$ cat src/mmcs_pkg.sv
// constants and types shared by the management command block
// Behaviour
// - scan bit repeats reads until cleared
// - read bit runs one read, stores data
// - writing the write data register runs one write cycle
// - link fail bit mirrors phy status
// - read-data-invalid high while read outstanding
// - scanning bit shows scan under way
// - busy bit high during any cycle
// - byte accesses ignored, wider ones accepted
// - unimplemented bits read as zero
// - clear, set, invert aliases at +4,8,c
package mmcs_pkg;
  // ----------------------------------------
  // register map, byte addresses
  // ----------------------------------------
  localparam logic [7:0] OFS_CMD   = 8'h00; // mgmt_command
  localparam logic [7:0] OFS_IND   = 8'h10; // mgmt_indicators
  localparam logic [7:0] OFS_WDATA = 8'h20; // mgmt_write_data
  localparam logic [7:0] OFS_RDATA = 8'h30; // mgmt_read_data
  localparam logic [7:0] OFS_ADDR  = 8'h40; // phy and register address
  localparam logic [7:0] OFS_ISTAT = 8'h50; // interrupt status
  localparam logic [7:0] OFS_IMASK = 8'h60; // interrupt mask
  // alias selector in address bits 3:2
  localparam logic [1:0] AL_PLAIN = 2'h0;
  localparam logic [1:0] AL_CLR   = 2'h1;
  localparam logic [1:0] AL_SET   = 2'h2;
  localparam logic [1:0] AL_INV   = 2'h3;
  // access size codes
  localparam logic [1:0] SZ_BYTE = 2'h0;
  // ----------------------------------------
  // field positions
  // ----------------------------------------
  localparam int CMD_READ    = 0;
  localparam int CMD_SCAN    = 1;
  localparam int IND_BUSY    = 0;
  localparam int IND_SCAN    = 1;
  localparam int IND_PENDING = 2;
  localparam int IND_LINK    = 3;
  localparam int INT_DONE    = 0; // a cycle finished
  localparam int INT_LINK    = 1; // link flag changed
  localparam int ADDR_PHY    = 8; // phy address at 12:8
  localparam int STAT_LINKUP = 2; // link status in phy status
  localparam logic [4:0] PHY_STATUS_REG = 5'h01;
  // ----------------------------------------
  // frame layout, 64 bit times
  // ----------------------------------------
  localparam logic [6:0]  FRAME_BITS = 7'h40;
  localparam logic [6:0]  TA_BIT     = 7'h2e; // first turnaround bit
  localparam logic [6:0]  DATA_BIT   = 7'h30; // first data bit
  localparam logic [31:0] PREAMBLE   = 32'hffffffff;
  localparam logic [1:0]  FR_START   = 2'h1;
  localparam logic [1:0]  OP_READ    = 2'h2;
  localparam logic [1:0]  OP_WRITE   = 2'h1;
  localparam logic [1:0]  TA_WRITE   = 2'h2;
  // engine states
  typedef enum logic {ENG_IDLE, ENG_RUN} mmcs_eng_e;
endpackage

$ cat src/mmcs_frame_if.sv
// signals between the register side and the frame engine
interface mmcs_frame_if;
  logic        start;    // one-cycle frame request
  logic        isRead;   // frame kind
  logic [4:0]  phyAddr;  // target phy
  logic [4:0]  regAddr;  // target phy register
  logic [15:0] wrData;   // write payload
  logic [15:0] rdData;   // captured read payload
  logic        done;     // one-cycle end of frame
  logic        mdcRise;  // link clock rising edge
  logic        mdcFall;  // link clock falling edge
  logic        mdioIn;   // synchronised data line
  logic        mdioOut;  // driven data value
  logic        mdioOe;   // high while driving
  modport eng (input start, isRead, phyAddr, regAddr, wrData,
               mdcRise, mdcFall, mdioIn,
               output rdData, done, mdioOut, mdioOe);
  modport ctl (output start, isRead, phyAddr, regAddr, wrData,
               mdcRise, mdcFall, mdioIn,
               input rdData, done, mdioOut, mdioOe);
endinterface

$ cat src/mmcs_frame_engine.sv
// shifts one management frame out and captures read data
module mmcs_frame_engine
  import mmcs_pkg::*;
(
  input wire logic   clk,
  input wire logic   rst,
  mmcs_frame_if.eng  fr
);
  // ----------------------------------------
  // state
  // ----------------------------------------
  mmcs_eng_e   state, next_state;     // idle or shifting
  logic [63:0] shiftReg, next_shiftReg; // frame bits, msb first
  logic [6:0]  bitCnt, next_bitCnt;   // bits driven so far
  logic [15:0] capReg, next_capReg;   // read data capture
  logic        isRd, next_isRd;       // frame is a read
  logic        outQ, next_outQ;       // data line value
  logic        oeQ, next_oeQ;         // data line enable
  logic        doneQ, next_doneQ;     // end pulse

  assign fr.rdData  = capReg;
  assign fr.done    = doneQ;
  assign fr.mdioOut = outQ;
  assign fr.mdioOe  = oeQ;

  // next-state logic for the frame
  always_comb begin
    next_state    = state;
    next_shiftReg = shiftReg;
    next_bitCnt   = bitCnt;
    next_capReg   = capReg;
    next_isRd     = isRd;
    next_outQ     = outQ;
    next_oeQ      = oeQ;
    next_doneQ    = 1'b0;
    case (state)
      ENG_IDLE: begin
        if (fr.start) begin
          // read frames carry a dummy payload; the phy drives it
          next_state    = ENG_RUN;
          next_isRd     = fr.isRead;
          next_bitCnt   = '0;
          next_shiftReg = {PREAMBLE, FR_START,
                           fr.isRead ? OP_READ : OP_WRITE,
                           fr.phyAddr, fr.regAddr, TA_WRITE,
                           fr.wrData};
        end
      end
      ENG_RUN: begin
        // drive on the falling edge so the phy sees stable data
        if (fr.mdcFall && bitCnt < FRAME_BITS) begin
          next_outQ     = shiftReg[63];
          next_shiftReg = {shiftReg[62:0], 1'b0};
          next_oeQ      = !(isRd && bitCnt >= TA_BIT);
          next_bitCnt   = bitCnt + 7'h01;
        end
        // sample the phy's bits on the rising edge
        if (fr.mdcRise && isRd && bitCnt > DATA_BIT)
          next_capReg = {capReg[14:0], fr.mdioIn};
        // frame complete after the last rising edge
        if (fr.mdcRise && bitCnt == FRAME_BITS) begin
          next_state = ENG_IDLE;
          next_doneQ = 1'b1;
          next_oeQ   = 1'b0;
        end
      end
      default: next_state = ENG_IDLE;
    endcase
  end

  // registers only
  always_ff @(posedge clk) begin
    if (rst) begin
      state    <= ENG_IDLE;
      shiftReg <= '0;
      bitCnt   <= '0;
      capReg   <= '0;
      isRd     <= 1'b0;
      outQ     <= 1'b0;
      oeQ      <= 1'b0;
      doneQ    <= 1'b0;
    end else begin
      state    <= next_state;
      shiftReg <= next_shiftReg;
      bitCnt   <= next_bitCnt;
      capReg   <= next_capReg;
      isRd     <= next_isRd;
      outQ     <= next_outQ;
      oeQ      <= next_oeQ;
      doneQ    <= next_doneQ;
    end
  end
endmodule

$ cat src/mmcs_top.sv
// management command and status block with register port
module mmcs_top
  import mmcs_pkg::*;
(
  input  wire logic        clk,
  input  wire logic        rst,
  input  wire logic [7:0]  regAddr,
  input  wire logic [31:0] regWdata,
  input  wire logic        regWr,
  input  wire logic        regRd,
  input  wire logic [1:0]  regSize,
  output      logic [31:0] regRdata,
  input  wire logic        mdcIn,
  input  wire logic        mdioIn,
  output      logic        mdioOut,
  output      logic        mdioOe,
  output      logic        irq
);
  // ----------------------------------------
  // declarations
  // ----------------------------------------
  // the engine talks through one bundle, so its port list stays short
  // and the frame fields cannot be wired to the wrong pins
  mmcs_frame_if fr ();

  logic        mdcS1, mdcS2, mdcS3;  // link clock sync and history
  logic        dioS1, dioS2;         // data line sync
  // software visible state and its next values
  logic        cmdRead, next_cmdRead; // command read bit
  logic        cmdScan, next_cmdScan; // command scan bit
  logic [15:0] wrData, next_wrData;  // write payload
  logic [15:0] rdData, next_rdData;  // last read result
  logic [4:0]  phyAd, next_phyAd;    // phy address
  logic [4:0]  regAd, next_regAd;    // phy register
  logic        busy, next_busy;      // a frame is running
  logic        pend, next_pend;      // read data not valid
  logic        scanning, next_scanning; // scan under way
  logic        linkDown, next_linkDown; // last link state
  logic        rdReq, next_rdReq;    // single read waiting
  logic        wrReq, next_wrReq;    // write waiting
  logic        opRead, next_opRead;  // running frame is a read
  logic        startQ, next_startQ;  // start pulse to engine
  logic [1:0]  intStat, next_intStat; // sticky events
  logic [1:0]  intMask, next_intMask; // event enables
  logic        irqQ, next_irqQ;      // interrupt line
  logic [31:0] rdataQ, next_rdataQ;  // read answer
  // combinational helpers, decoded fresh each cycle
  logic        wrOk;                 // accepted write
  logic        rdOk;                 // accepted read
  logic [7:0]  base;                 // register base address
  logic [1:0]  al;                   // alias selector
  logic [31:0] cmdNew;               // command after alias
  logic [31:0] gen;                  // generic reg after alias
  logic [1:0]  evSet;                // events this cycle
  logic        linkNew;              // link flag after a read

  // every alias write funnels through this one helper, so the
  // command, data, address and mask registers behave alike;
  // the clear form is what software uses to drop a bit safely
  // apply plain, clear, set or invert write
  function automatic logic [31:0] alias_apply(
    input logic [31:0] cur,
    input logic [31:0] wd,
    input logic [1:0]  sel
  );
    case (sel)
      AL_CLR:  alias_apply = cur & ~wd;
      AL_SET:  alias_apply = cur | wd;
      AL_INV:  alias_apply = cur ^ wd;
      default: alias_apply = wd;
    endcase
  endfunction

  // ----------------------------------------
  // link pin synchronisers
  // ----------------------------------------
  // the link clock is sampled, edges found after two flops
  // a third flop keeps the previous level so rise and fall can be
  // told apart; it only reads the second flop, never the first.
  // the link clock should run at a quarter of clk or slower, so
  // that each of its levels is seen for at least two cycles
  always_ff @(posedge clk) begin
    if (rst) begin
      mdcS1 <= 1'b0;
      mdcS2 <= 1'b0;
      mdcS3 <= 1'b0;
      dioS1 <= 1'b0;
      dioS2 <= 1'b0;
    end else begin
      mdcS1 <= mdcIn;
      mdcS2 <= mdcS1;
      mdcS3 <= mdcS2;
      dioS1 <= mdioIn;
      dioS2 <= dioS1;
    end
  end

  // ----------------------------------------
  // engine hookup
  // ----------------------------------------
  // edges are single-cycle strobes on clk; the engine never sees
  // the raw link clock, which keeps the whole block on one clock
  assign fr.start   = startQ;
  assign fr.isRead  = opRead;
  assign fr.phyAddr = phyAd;
  assign fr.regAddr = regAd;
  assign fr.wrData  = wrData;
  assign fr.mdcRise = mdcS2 & ~mdcS3;
  assign fr.mdcFall = ~mdcS2 & mdcS3;
  assign fr.mdioIn  = dioS2;
  assign mdioOut    = fr.mdioOut;
  assign mdioOe     = fr.mdioOe;

  // the engine shifts one frame per start pulse and reports done
  mmcs_frame_engine u_eng (
    .clk (clk),
    .rst (rst),
    .fr  (fr.eng)
  );

  // ----------------------------------------
  // register access decode
  // ----------------------------------------
  // byte accesses vanish without effect or answer
  // the register is picked by bits 7:4 and the alias by bits 3:2;
  // bits 1:0 are ignored, so any byte lane address reaches the word
  assign wrOk = regWr && (regSize != SZ_BYTE);
  assign rdOk = regRd && (regSize != SZ_BYTE);
  assign base = {regAddr[7:4], 4'h0};
  assign al   = regAddr[3:2];
  assign cmdNew = alias_apply({30'h0, cmdScan, cmdRead},
                              regWdata, al);
  // the phy reports link up; the flag holds the inverse, link down
  assign linkNew = ~fr.rdData[STAT_LINKUP];

  // ----------------------------------------
  // control, command sequencing and flags
  // ----------------------------------------
  // one process owns all command state so that a software write and
  // a frame end landing in the same cycle resolve in a single place.
  // priority: frame end first, then queued write, single read, scan.
  // a limitation: a write queued during a scan waits for the scan
  // read in flight, so scan latency grows by one frame per write
  always_comb begin
    next_cmdRead  = cmdRead;
    next_cmdScan  = cmdScan;
    next_wrData   = wrData;
    next_rdData   = rdData;
    next_phyAd    = phyAd;
    next_regAd    = regAd;
    next_busy     = busy;
    next_pend     = pend;
    next_linkDown = linkDown;
    next_rdReq    = rdReq;
    next_wrReq    = wrReq;
    next_opRead   = opRead;
    next_startQ   = 1'b0;
    next_intMask  = intMask;
    next_irqQ     = 1'b0;
    evSet         = 2'h0;
    gen           = 32'h0;
    // software writes
    // byte writes never get here, the size check already refused them
    if (wrOk) begin
      case (base)
        OFS_CMD: begin
          next_cmdRead = cmdNew[CMD_READ];
          next_cmdScan = cmdNew[CMD_SCAN];
          // a fresh read bit queues one read
          if (cmdNew[CMD_READ] && !cmdRead)
            next_rdReq = 1'b1;
        end
        // writing the payload is what launches a write frame
        OFS_WDATA: begin
          gen         = alias_apply({16'h0, wrData}, regWdata, al);
          next_wrData = gen[15:0];
          next_wrReq  = 1'b1;
        end
        // phy address in 12:8, register in 4:0, the gap reads zero
        OFS_ADDR: begin
          gen        = alias_apply({19'h0, phyAd, 3'h0, regAd},
                                   regWdata, al);
          next_phyAd = gen[ADDR_PHY+:5];
          next_regAd = gen[4:0];
        end
        // mask bits only gate the interrupt line, never the status
        OFS_IMASK: begin
          gen          = alias_apply({30'h0, intMask}, regWdata, al);
          next_intMask = gen[1:0];
        end
        // indicators, read data and status are not written here
        default: ;
      endcase
    end
    // frame completion; data stored in the same edge flags drop
    // software polling busy can therefore never see stale read data
    if (fr.done) begin
      next_busy = 1'b0;
      next_pend = 1'b0;
      evSet[INT_DONE] = 1'b1;
      if (opRead) begin
        // a write frame leaves the last read result untouched
        next_rdData = fr.rdData;
        if (regAd == PHY_STATUS_REG) begin
          // only a read of the phy status register updates the flag
          next_linkDown = linkNew;
          evSet[INT_LINK] = (linkNew != linkDown);
        end
      end
    end else if (!busy) begin
      // writes first, then single reads, then scan reads
      // a new frame is launched only from the idle gap after done
      if (wrReq) begin
        next_wrReq  = 1'b0;
        next_busy   = 1'b1;
        next_opRead = 1'b0;
        next_startQ = 1'b1;
      end else if (rdReq || cmdScan) begin
        next_rdReq  = 1'b0;
        next_busy   = 1'b1;
        next_pend   = 1'b1;
        next_opRead = 1'b1;
        next_startQ = 1'b1;
      end
    end
    // scan stays reported until its last read ends
    // otherwise software could see scan off while a read still runs
    next_scanning = next_cmdScan | (scanning & next_busy & opRead);
    // sticky events, a set beats a same-cycle clear
    // so a frame ending in the very cycle of a clear is never lost;
    // aliases do not reach this register, only the plain address
    next_intStat = intStat;
    if (wrOk && base == OFS_ISTAT && al == AL_PLAIN)
      next_intStat = intStat & ~regWdata[1:0];
    next_intStat = next_intStat | evSet;
    next_irqQ = |(next_intStat & next_intMask);
  end

  // ----------------------------------------
  // read answer, one cycle after the strobe
  // ----------------------------------------
  // the answer is registered and cleared when no read is taken, so
  // the data lines carry zero between reads and nothing leaks out
  // of an unrelated register; reads have no side effects at all
  always_comb begin
    next_rdataQ = 32'h0;
    if (rdOk) begin
      case (base)
        OFS_CMD:   next_rdataQ = {30'h0, cmdScan, cmdRead};
        OFS_IND:   next_rdataQ = {28'h0, linkDown, pend,
                                  scanning, busy};
        OFS_WDATA: next_rdataQ = {16'h0, wrData};
        OFS_RDATA: next_rdataQ = {16'h0, rdData};
        OFS_ADDR:  next_rdataQ = {19'h0, phyAd, 3'h0, regAd};
        OFS_ISTAT: next_rdataQ = {30'h0, intStat};
        OFS_IMASK: next_rdataQ = {30'h0, intMask};
        default:   next_rdataQ = 32'h0; // unmapped reads zero
      endcase
    end
  end

  // all top outputs come straight from flops, no logic after them
  assign regRdata = rdataQ;
  assign irq      = irqQ;

  // ----------------------------------------
  // registers only
  // ----------------------------------------
  always_ff @(posedge clk) begin
    if (rst) begin
      // everything starts idle with the link released
      cmdRead  <= 1'b0;
      cmdScan  <= 1'b0;
      wrData   <= 16'h0;
      rdData   <= 16'h0;
      phyAd    <= 5'h0;
      regAd    <= 5'h0;
      busy     <= 1'b0;
      pend     <= 1'b0;
      scanning <= 1'b0;
      linkDown <= 1'b0;
      rdReq    <= 1'b0;
      wrReq    <= 1'b0;
      opRead   <= 1'b0;
      startQ   <= 1'b0;
      intStat  <= 2'h0;
      intMask  <= 2'h0;
      irqQ     <= 1'b0;
      rdataQ   <= 32'h0;
    end else begin
      // plain register stage, all decisions are made above
      cmdRead  <= next_cmdRead;
      cmdScan  <= next_cmdScan;
      wrData   <= next_wrData;
      rdData   <= next_rdData;
      phyAd    <= next_phyAd;
      regAd    <= next_regAd;
      busy     <= next_busy;
      pend     <= next_pend;
      scanning <= next_scanning;
      linkDown <= next_linkDown;
      rdReq    <= next_rdReq;
      wrReq    <= next_wrReq;
      opRead   <= next_opRead;
      startQ   <= next_startQ;
      intStat  <= next_intStat;
      intMask  <= next_intMask;
      irqQ     <= next_irqQ;
      rdataQ   <= next_rdataQ;
    end
  end
endmodule

$ cat config.mk
export PLATFORM = sky130hd
export DESIGN_NAME = mmcs_top
export DESIGN_NICKNAME = d
export VERILOG_FILES = /design/src/mmcs_pkg.sv /design/src/mmcs_frame_if.sv /design/src/mmcs_frame_engine.sv /design/src/mmcs_top.sv
export SDC_FILE = /design/constraint.sdc
export NUM_CORES = 1
export LEC_CHECK = 0
export BUFFER_PORTS_ARGS = -buffer_cell sky130_fd_sc_hd__buf_2
export CELL_PAD_IN_SITES_DETAIL_PLACEMENT = 1
export CELL_PAD_IN_SITES_GLOBAL_PLACEMENT = 1
export CORE_ASPECT_RATIO = 2
export CORE_MARGIN = 3
export CORE_UTILIZATION = 40
export CTS_BUF_LIST = sky130_fd_sc_hd__clkbuf_16
export CTS_CLUSTER_SIZE = 14
export DETAILED_ROUTE_END_ITERATION = 8
export GPL_TIMING_DRIVEN = 0
export PLACE_DENSITY = 0.78
export RECOVER_POWER = 50
export SLEW_MARGIN = 5
export SYNTH_ARGS = -nofsm -noshare
export SYNTH_HDL_FRONTEND = slang
export SYNTH_SLANG_ARGS = --single-unit
export TNS_END_PERCENT = 30
$ cat constraint.sdc
create_clock -name clk -period 3.5 [get_ports clk]
set_clock_uncertainty 0.05 [all_clocks]
set_input_delay 0.7 -clock clk [delete_from_list [all_inputs] [get_ports clk]]
set_output_delay 0.7 -clock clk [all_outputs]
set_load 0.02 [all_outputs]
Word-level counts from Yosys, hierarchy flattened --
Cells that the tools add are included. Widths: inputs -> output; s select.
Cells by class: add/subtract/negate cells 1, order comparisons 3, equal/unequal tests 14, muxes and demuxes 44, bitwise gates (word level) 30, reduce and logical (&&, ||, !) cells 35
Operators by type and width (count):
- $mux 64 | 2
- $pmux 64 s2 | 1
- $pmux 16 s7 | 1
- $pmux 16 s3 | 1
- $pmux 13 s3 | 1
- $mux 1 | 27
- $reduce_and 2->1 | 9
- $and 16x16->16 | 1
- $not 16->16 | 1
- $or 16x16->16 | 1
- $xor 16x16->16 | 1
- $mux 7 | 2
- $pmux 7 s2 | 1
- $and 13x13->13 | 1
- $or 13x13->13 | 1
- $xor 13x13->13 | 1
- $eq 4x3->1 const B | 3
- $pmux 2 s3 | 2
- $logic_and 1x1->1 | 10
- $mux 2 | 5
- $reduce_and 3->1 | 3
- $and 2x2->2 | 4
- $eq 4x2->1 const B | 2
- $logic_not 8->1 | 1
- other kinds (24) | 45
Word-level totals: register bits after elaboration 186, input bits 48, output and inout bits 35, word-level logic and storage cells 158

Logic depth before layout (Yosys ltp) --
depth in word-level cells 11, gate-level depth with buffers 7

Cells and area by module --
Synthesis repeated with hierarchy kept, for this count alone.
Second synthesis, totals: cell total of the unflattened synthesis 895, area total of the unflattened synthesis 8557.0 um^2
By module, submodules not included:
- mmcs_top | instances 1, cells an instance 554, area each 4919.7 um^2, seq. area each 1561.5 um^2
- mmcs_frame_engine | instances 1, cells an instance 341, area each 3637.2 um^2, seq. area each 1841.8 um^2

Worst setup path before layout --
No wires, ideal clock.
kind input port to flip-flop, start point in regWdata[1], end point reg scanning, setup time 58 ps, data arrival time 1959 ps, data required time 3392 ps, slack 1433 ps, stages on the path 6, cells stage by stage inv_1 -> ha_1 -> inv_1 -> mux4_2 -> a211oi_1 -> a31o_2
Between the ends: word-level cells in the longest chain between the ends 6
RTL lines:
- start, declared | RTL line mmcs_top.sv:8 | input wire logic [31:0] regWdata,
- $not 16->16 | RTL line mmcs_top.sv:67 | AL_CLR: alias_apply = cur & ~wd;
- $and 2x2->2 | RTL line mmcs_top.sv:67
- $pmux 2 s3 * | RTL line mmcs_top.sv:66 | case (sel)
- $mux 1 * | RTL line mmcs_top.sv:165 | case (base)
- $mux 1 * | RTL line mmcs_top.sv:164 | if (wrOk) begin
- $or 1x1->1 * | RTL line mmcs_top.sv:228 | next_scanning = next_cmdScan | (scanning & next_busy & opRead);
- end signal, assigned | RTL line mmcs_top.sv:300 | scanning <= next_scanning;
- end, declared | RTL line mmcs_top.sv:37 | logic scanning, next_scanning;
Every way passes the cells marked *; elsewhere a longest branch is shown, timed or not. A chain may end at the register's enable or synchronous reset.

Worst setup path after layout --
start point reg u_eng.bitCnt[1], end point reg u_eng.capReg[14] (netlist: u_eng.fr.rdData[14])
Between the ends: word-level cells in the longest chain between the ends 3
RTL lines:
- start, declared | RTL line mmcs_frame_engine.sv:14 | logic [6:0] bitCnt, next_bitCnt;
- start signal, assigned | RTL line mmcs_frame_engine.sv:85 | bitCnt <= next_bitCnt;
- $gt 7x6->1 | RTL line mmcs_frame_engine.sv:58 | if (fr.mdcRise && isRd && bitCnt > DATA_BIT)
- $logic_and 1x1->1 | RTL line mmcs_frame_engine.sv:58
- $reduce_and 2->1 (no line)
- end signal, assigned | RTL line mmcs_frame_engine.sv:86 | capReg <= next_capReg;
- end, declared | RTL line mmcs_frame_engine.sv:15 | logic [15:0] capReg, next_capReg;
No other way between the ends.

==> run metrics <==
routed wire length=24.7 mm; Syn Std Cell Area=8570 um^2; Core Area=21,000 um^2; Rows=75; Final TNS setup=0 ps; Slew @ Worst Pin=1030 ps; synth unique cells=59; CTS tree=done; mux contribution to synthesized area=0.101; Reg clk slew, reported paths=70 ps; LEAKAGE=3.74 nW; crit path buf inv count=1; pre-CTS setup slack=938 ps; worst-path maximum fanout=10; FF-to-FF Start=u_eng.bitCnt[1]; total of max-cap violations=0; WS Path Type=reg -> reg; post-synthesis compound-gate area fraction=0.141; largest family of logic cells by synthesized area=simple AND/OR/NAND/NOR gates; Vias=7,373; Slowest-stage cell, CP=a31oi_1; f_max=0.434 GHz; total gr overflow=0; Switching Power=1.09 mW; CTS resizes=0; final setup vio count=0; largest net degree at the start of global routing=17; worst hold path class=reg -> reg; post-DP HPWL=19.1 mm; Synth Flop Type=dfxtp_1; DRC Markers=0; fillcell total=2,619; CP Capture Type=flop; gpl congestion=0.926; postcts setup bufs=0; cell taking the most area after synthesis=dfxtp_1; Synth Area in Adders=0.0905; Worst Path Required=3820 ps; post-synth top area share=0.397; GRT Total Usage=0.226; register bit total from synthesis=170; Pwr Density=424 nW/um^2; Worst Setup EP=u_eng.fr.rdData[14]; Startpoint Class=flop; Die Ht=213 um; final antenna-violating net count=0; later-pin clock latency in the skew report=450 ps; Comb pwr share=0.085; Routed wire per std cell=18.5 um; xor/xnor cell area share of the yosys netlist=0.00511; VDD IR max=0.000342 V; initial drt markers=317; drt pass-1 iters=5; area delta synth->final=12.5%; Arrival @ worst endpoint=2630 ps; final hold vios=0; register share of total power=0.487; Crit path depth=5; synth warn=0; die area=23,300 um^2; Tcrit/Tclk final=0.658; Register-to-Register Path Depth=5; first-pass GRT wire length=40.5 mm; unrepaired setup endpoints after global routing=false; fin nets=1,163; Slew HR=0.315; slowest cell delay on critical path=710 ps; post-synthesis simple-gate area fraction=0.178; Mapped Cells=974; CP startpoint=u_eng.bitCnt[1]; PnR worst setup slack=1200 ps; clk buf depth=2; hold-fix buffers at CTS=0; Num CTS Buffers=17; Clock Tree Root=clkbuf_16; most frequent cells in the layout=170 x dfxtp_1, 120 x nor2_1, 80 x nor3_1; register area share after synthesis=0.397; crit-path cells=or4_1 -> a31oi_1 -> buf_6 -> o21ai_1 -> a21oi_2; commonest non-fill, non-tap cell in the layout=dfxtp_1; Mean Syn Cell Area=8.80 um^2; CTS sink cnt=170; Clock Power Share=0.429; I/O pin cnt=83; Diodes inserted=0; initial core utilization=0.408; Die W=110 um; number of global-route vias before repair=8,043; share of post-route cells with drive strength above 1=0.127; number of synthesized flops with an enable pin=0; switching share of power=0.265; Period minus WS final=2300 ps; Int Pwr=3.00 mW; ranking of synthesized cells by area=dfxtp_1 40%, ha_1 9.1%, mux4_2 5.5%; run status=completed; I/O Buffers=45; ys async rst share=0; CP top delay family=compound AO/OA/AOI/OAI gates; FF-to-FF End=u_eng.fr.rdData[14]; initial antenna violation count=0; R2R Setup Slk=1200 ps; Max Slew Vio Count=0; Final Util=0.459; H-Tree Depth=4; routed vias/inst=5.52
-- worst min-delay path by stage --
stage	cells after the start	from	slack (ps)	end
2_1_floorplan	1	dioS1	360	dioS2
3_3_place_gp	1	mdcS1	370	mdcS2
3_5_place_dp	1	mdcS1	390	mdcS2
4_1_cts	2	mdioIn	400	dioS1
5_1_grt	2	mdcIn	410	mdcS1
6_report	1	mdcS1	400	mdcS2
-- synth_stat cells (all sizes together), types with 4 or more instances --
cell type,n
mux4,21
a21oi,64
dfxtp,170
clkbuf,39
a211oi,49
nor2b,9
nand2,73
nand4,4
nor3,80
nand2b,4
and2,4
nand3,23
inv,71
o21ai,28
a31oi,5
ha,62
mux2i,37
buf,50
nor2,120
a22oi,13
-- per-stage QoR --
step	instances	power, mW	hold WS (ps)	instance area [um^2]
2_1_floorplan	989	2.27	364	8630
3_3_place_gp	1303	2.37	370	9190
3_5_place_dp	1303	2.38	389	9190
4_1_cts	1335	4.12	396	9710
5_1_grt	1335	4.23	414	9640
6_report	1335	4.09	401	9640
-- final cells by class --
class,count,area (um^2),share of cell area
clock inverters,15,100,0.0104
flip-flops and latches,170,3400,0.353
repair buffers,45,199,0.0206
multi-input cells,658,4450,0.462
well taps,269,337,0.0349
plain buffers,90,454,0.0471
clock buffers,17,425,0.0441
inverters,71,267,0.0276
-- per-layer routing --
layer | GRT usage | vias up | wire [um]
met3 | 0.0433 | 77 | 589
met2 | 0.433 | 135 | 14100
met1 | 0.212 | 3665 | 8610
met5 | 0 | - | 0
met4 | 0.138 | 0 | 1380
li1 | - | 3496 | -
-- cell families (layout without fill, tap and decap cells) --
kind of cell,after synthesis,after routing
and+or+nand+nor,334,334
xor gates and xnor gates,5,5
other,1,16
muxes,60,60
buffers and inverters,161,238
AOI/OAI and AO/OA,181,181
adders and majority gates,62,62
DFF,170,170
-- sequential cells by signal, summed over array words and instances, names as in the netlist, 5 cells and up --
signal / count
fr.phyAddr: 5
fr.regAddr: 5
fr.wrData: 16
rdData: 16
regRdata: 16
u_eng.bitCnt: 7
u_eng.fr.rdData: 16
u_eng.shiftReg: 64
-- power by group through the flow --
stage | registers, mW | logic, mW | clock network (mW)
after floorplan | 2.03 | 0.247 | 0
after global placement | 2.03 | 0.334 | 0
after detailed placement | 2.04 | 0.348 | 0
after CTS | 1.99 | 0.351 | 1.78
after global routing | 2.00 | 0.384 | 1.85
final | 1.99 | 0.346 | 1.75
Power figures use the tool's default switching activity.
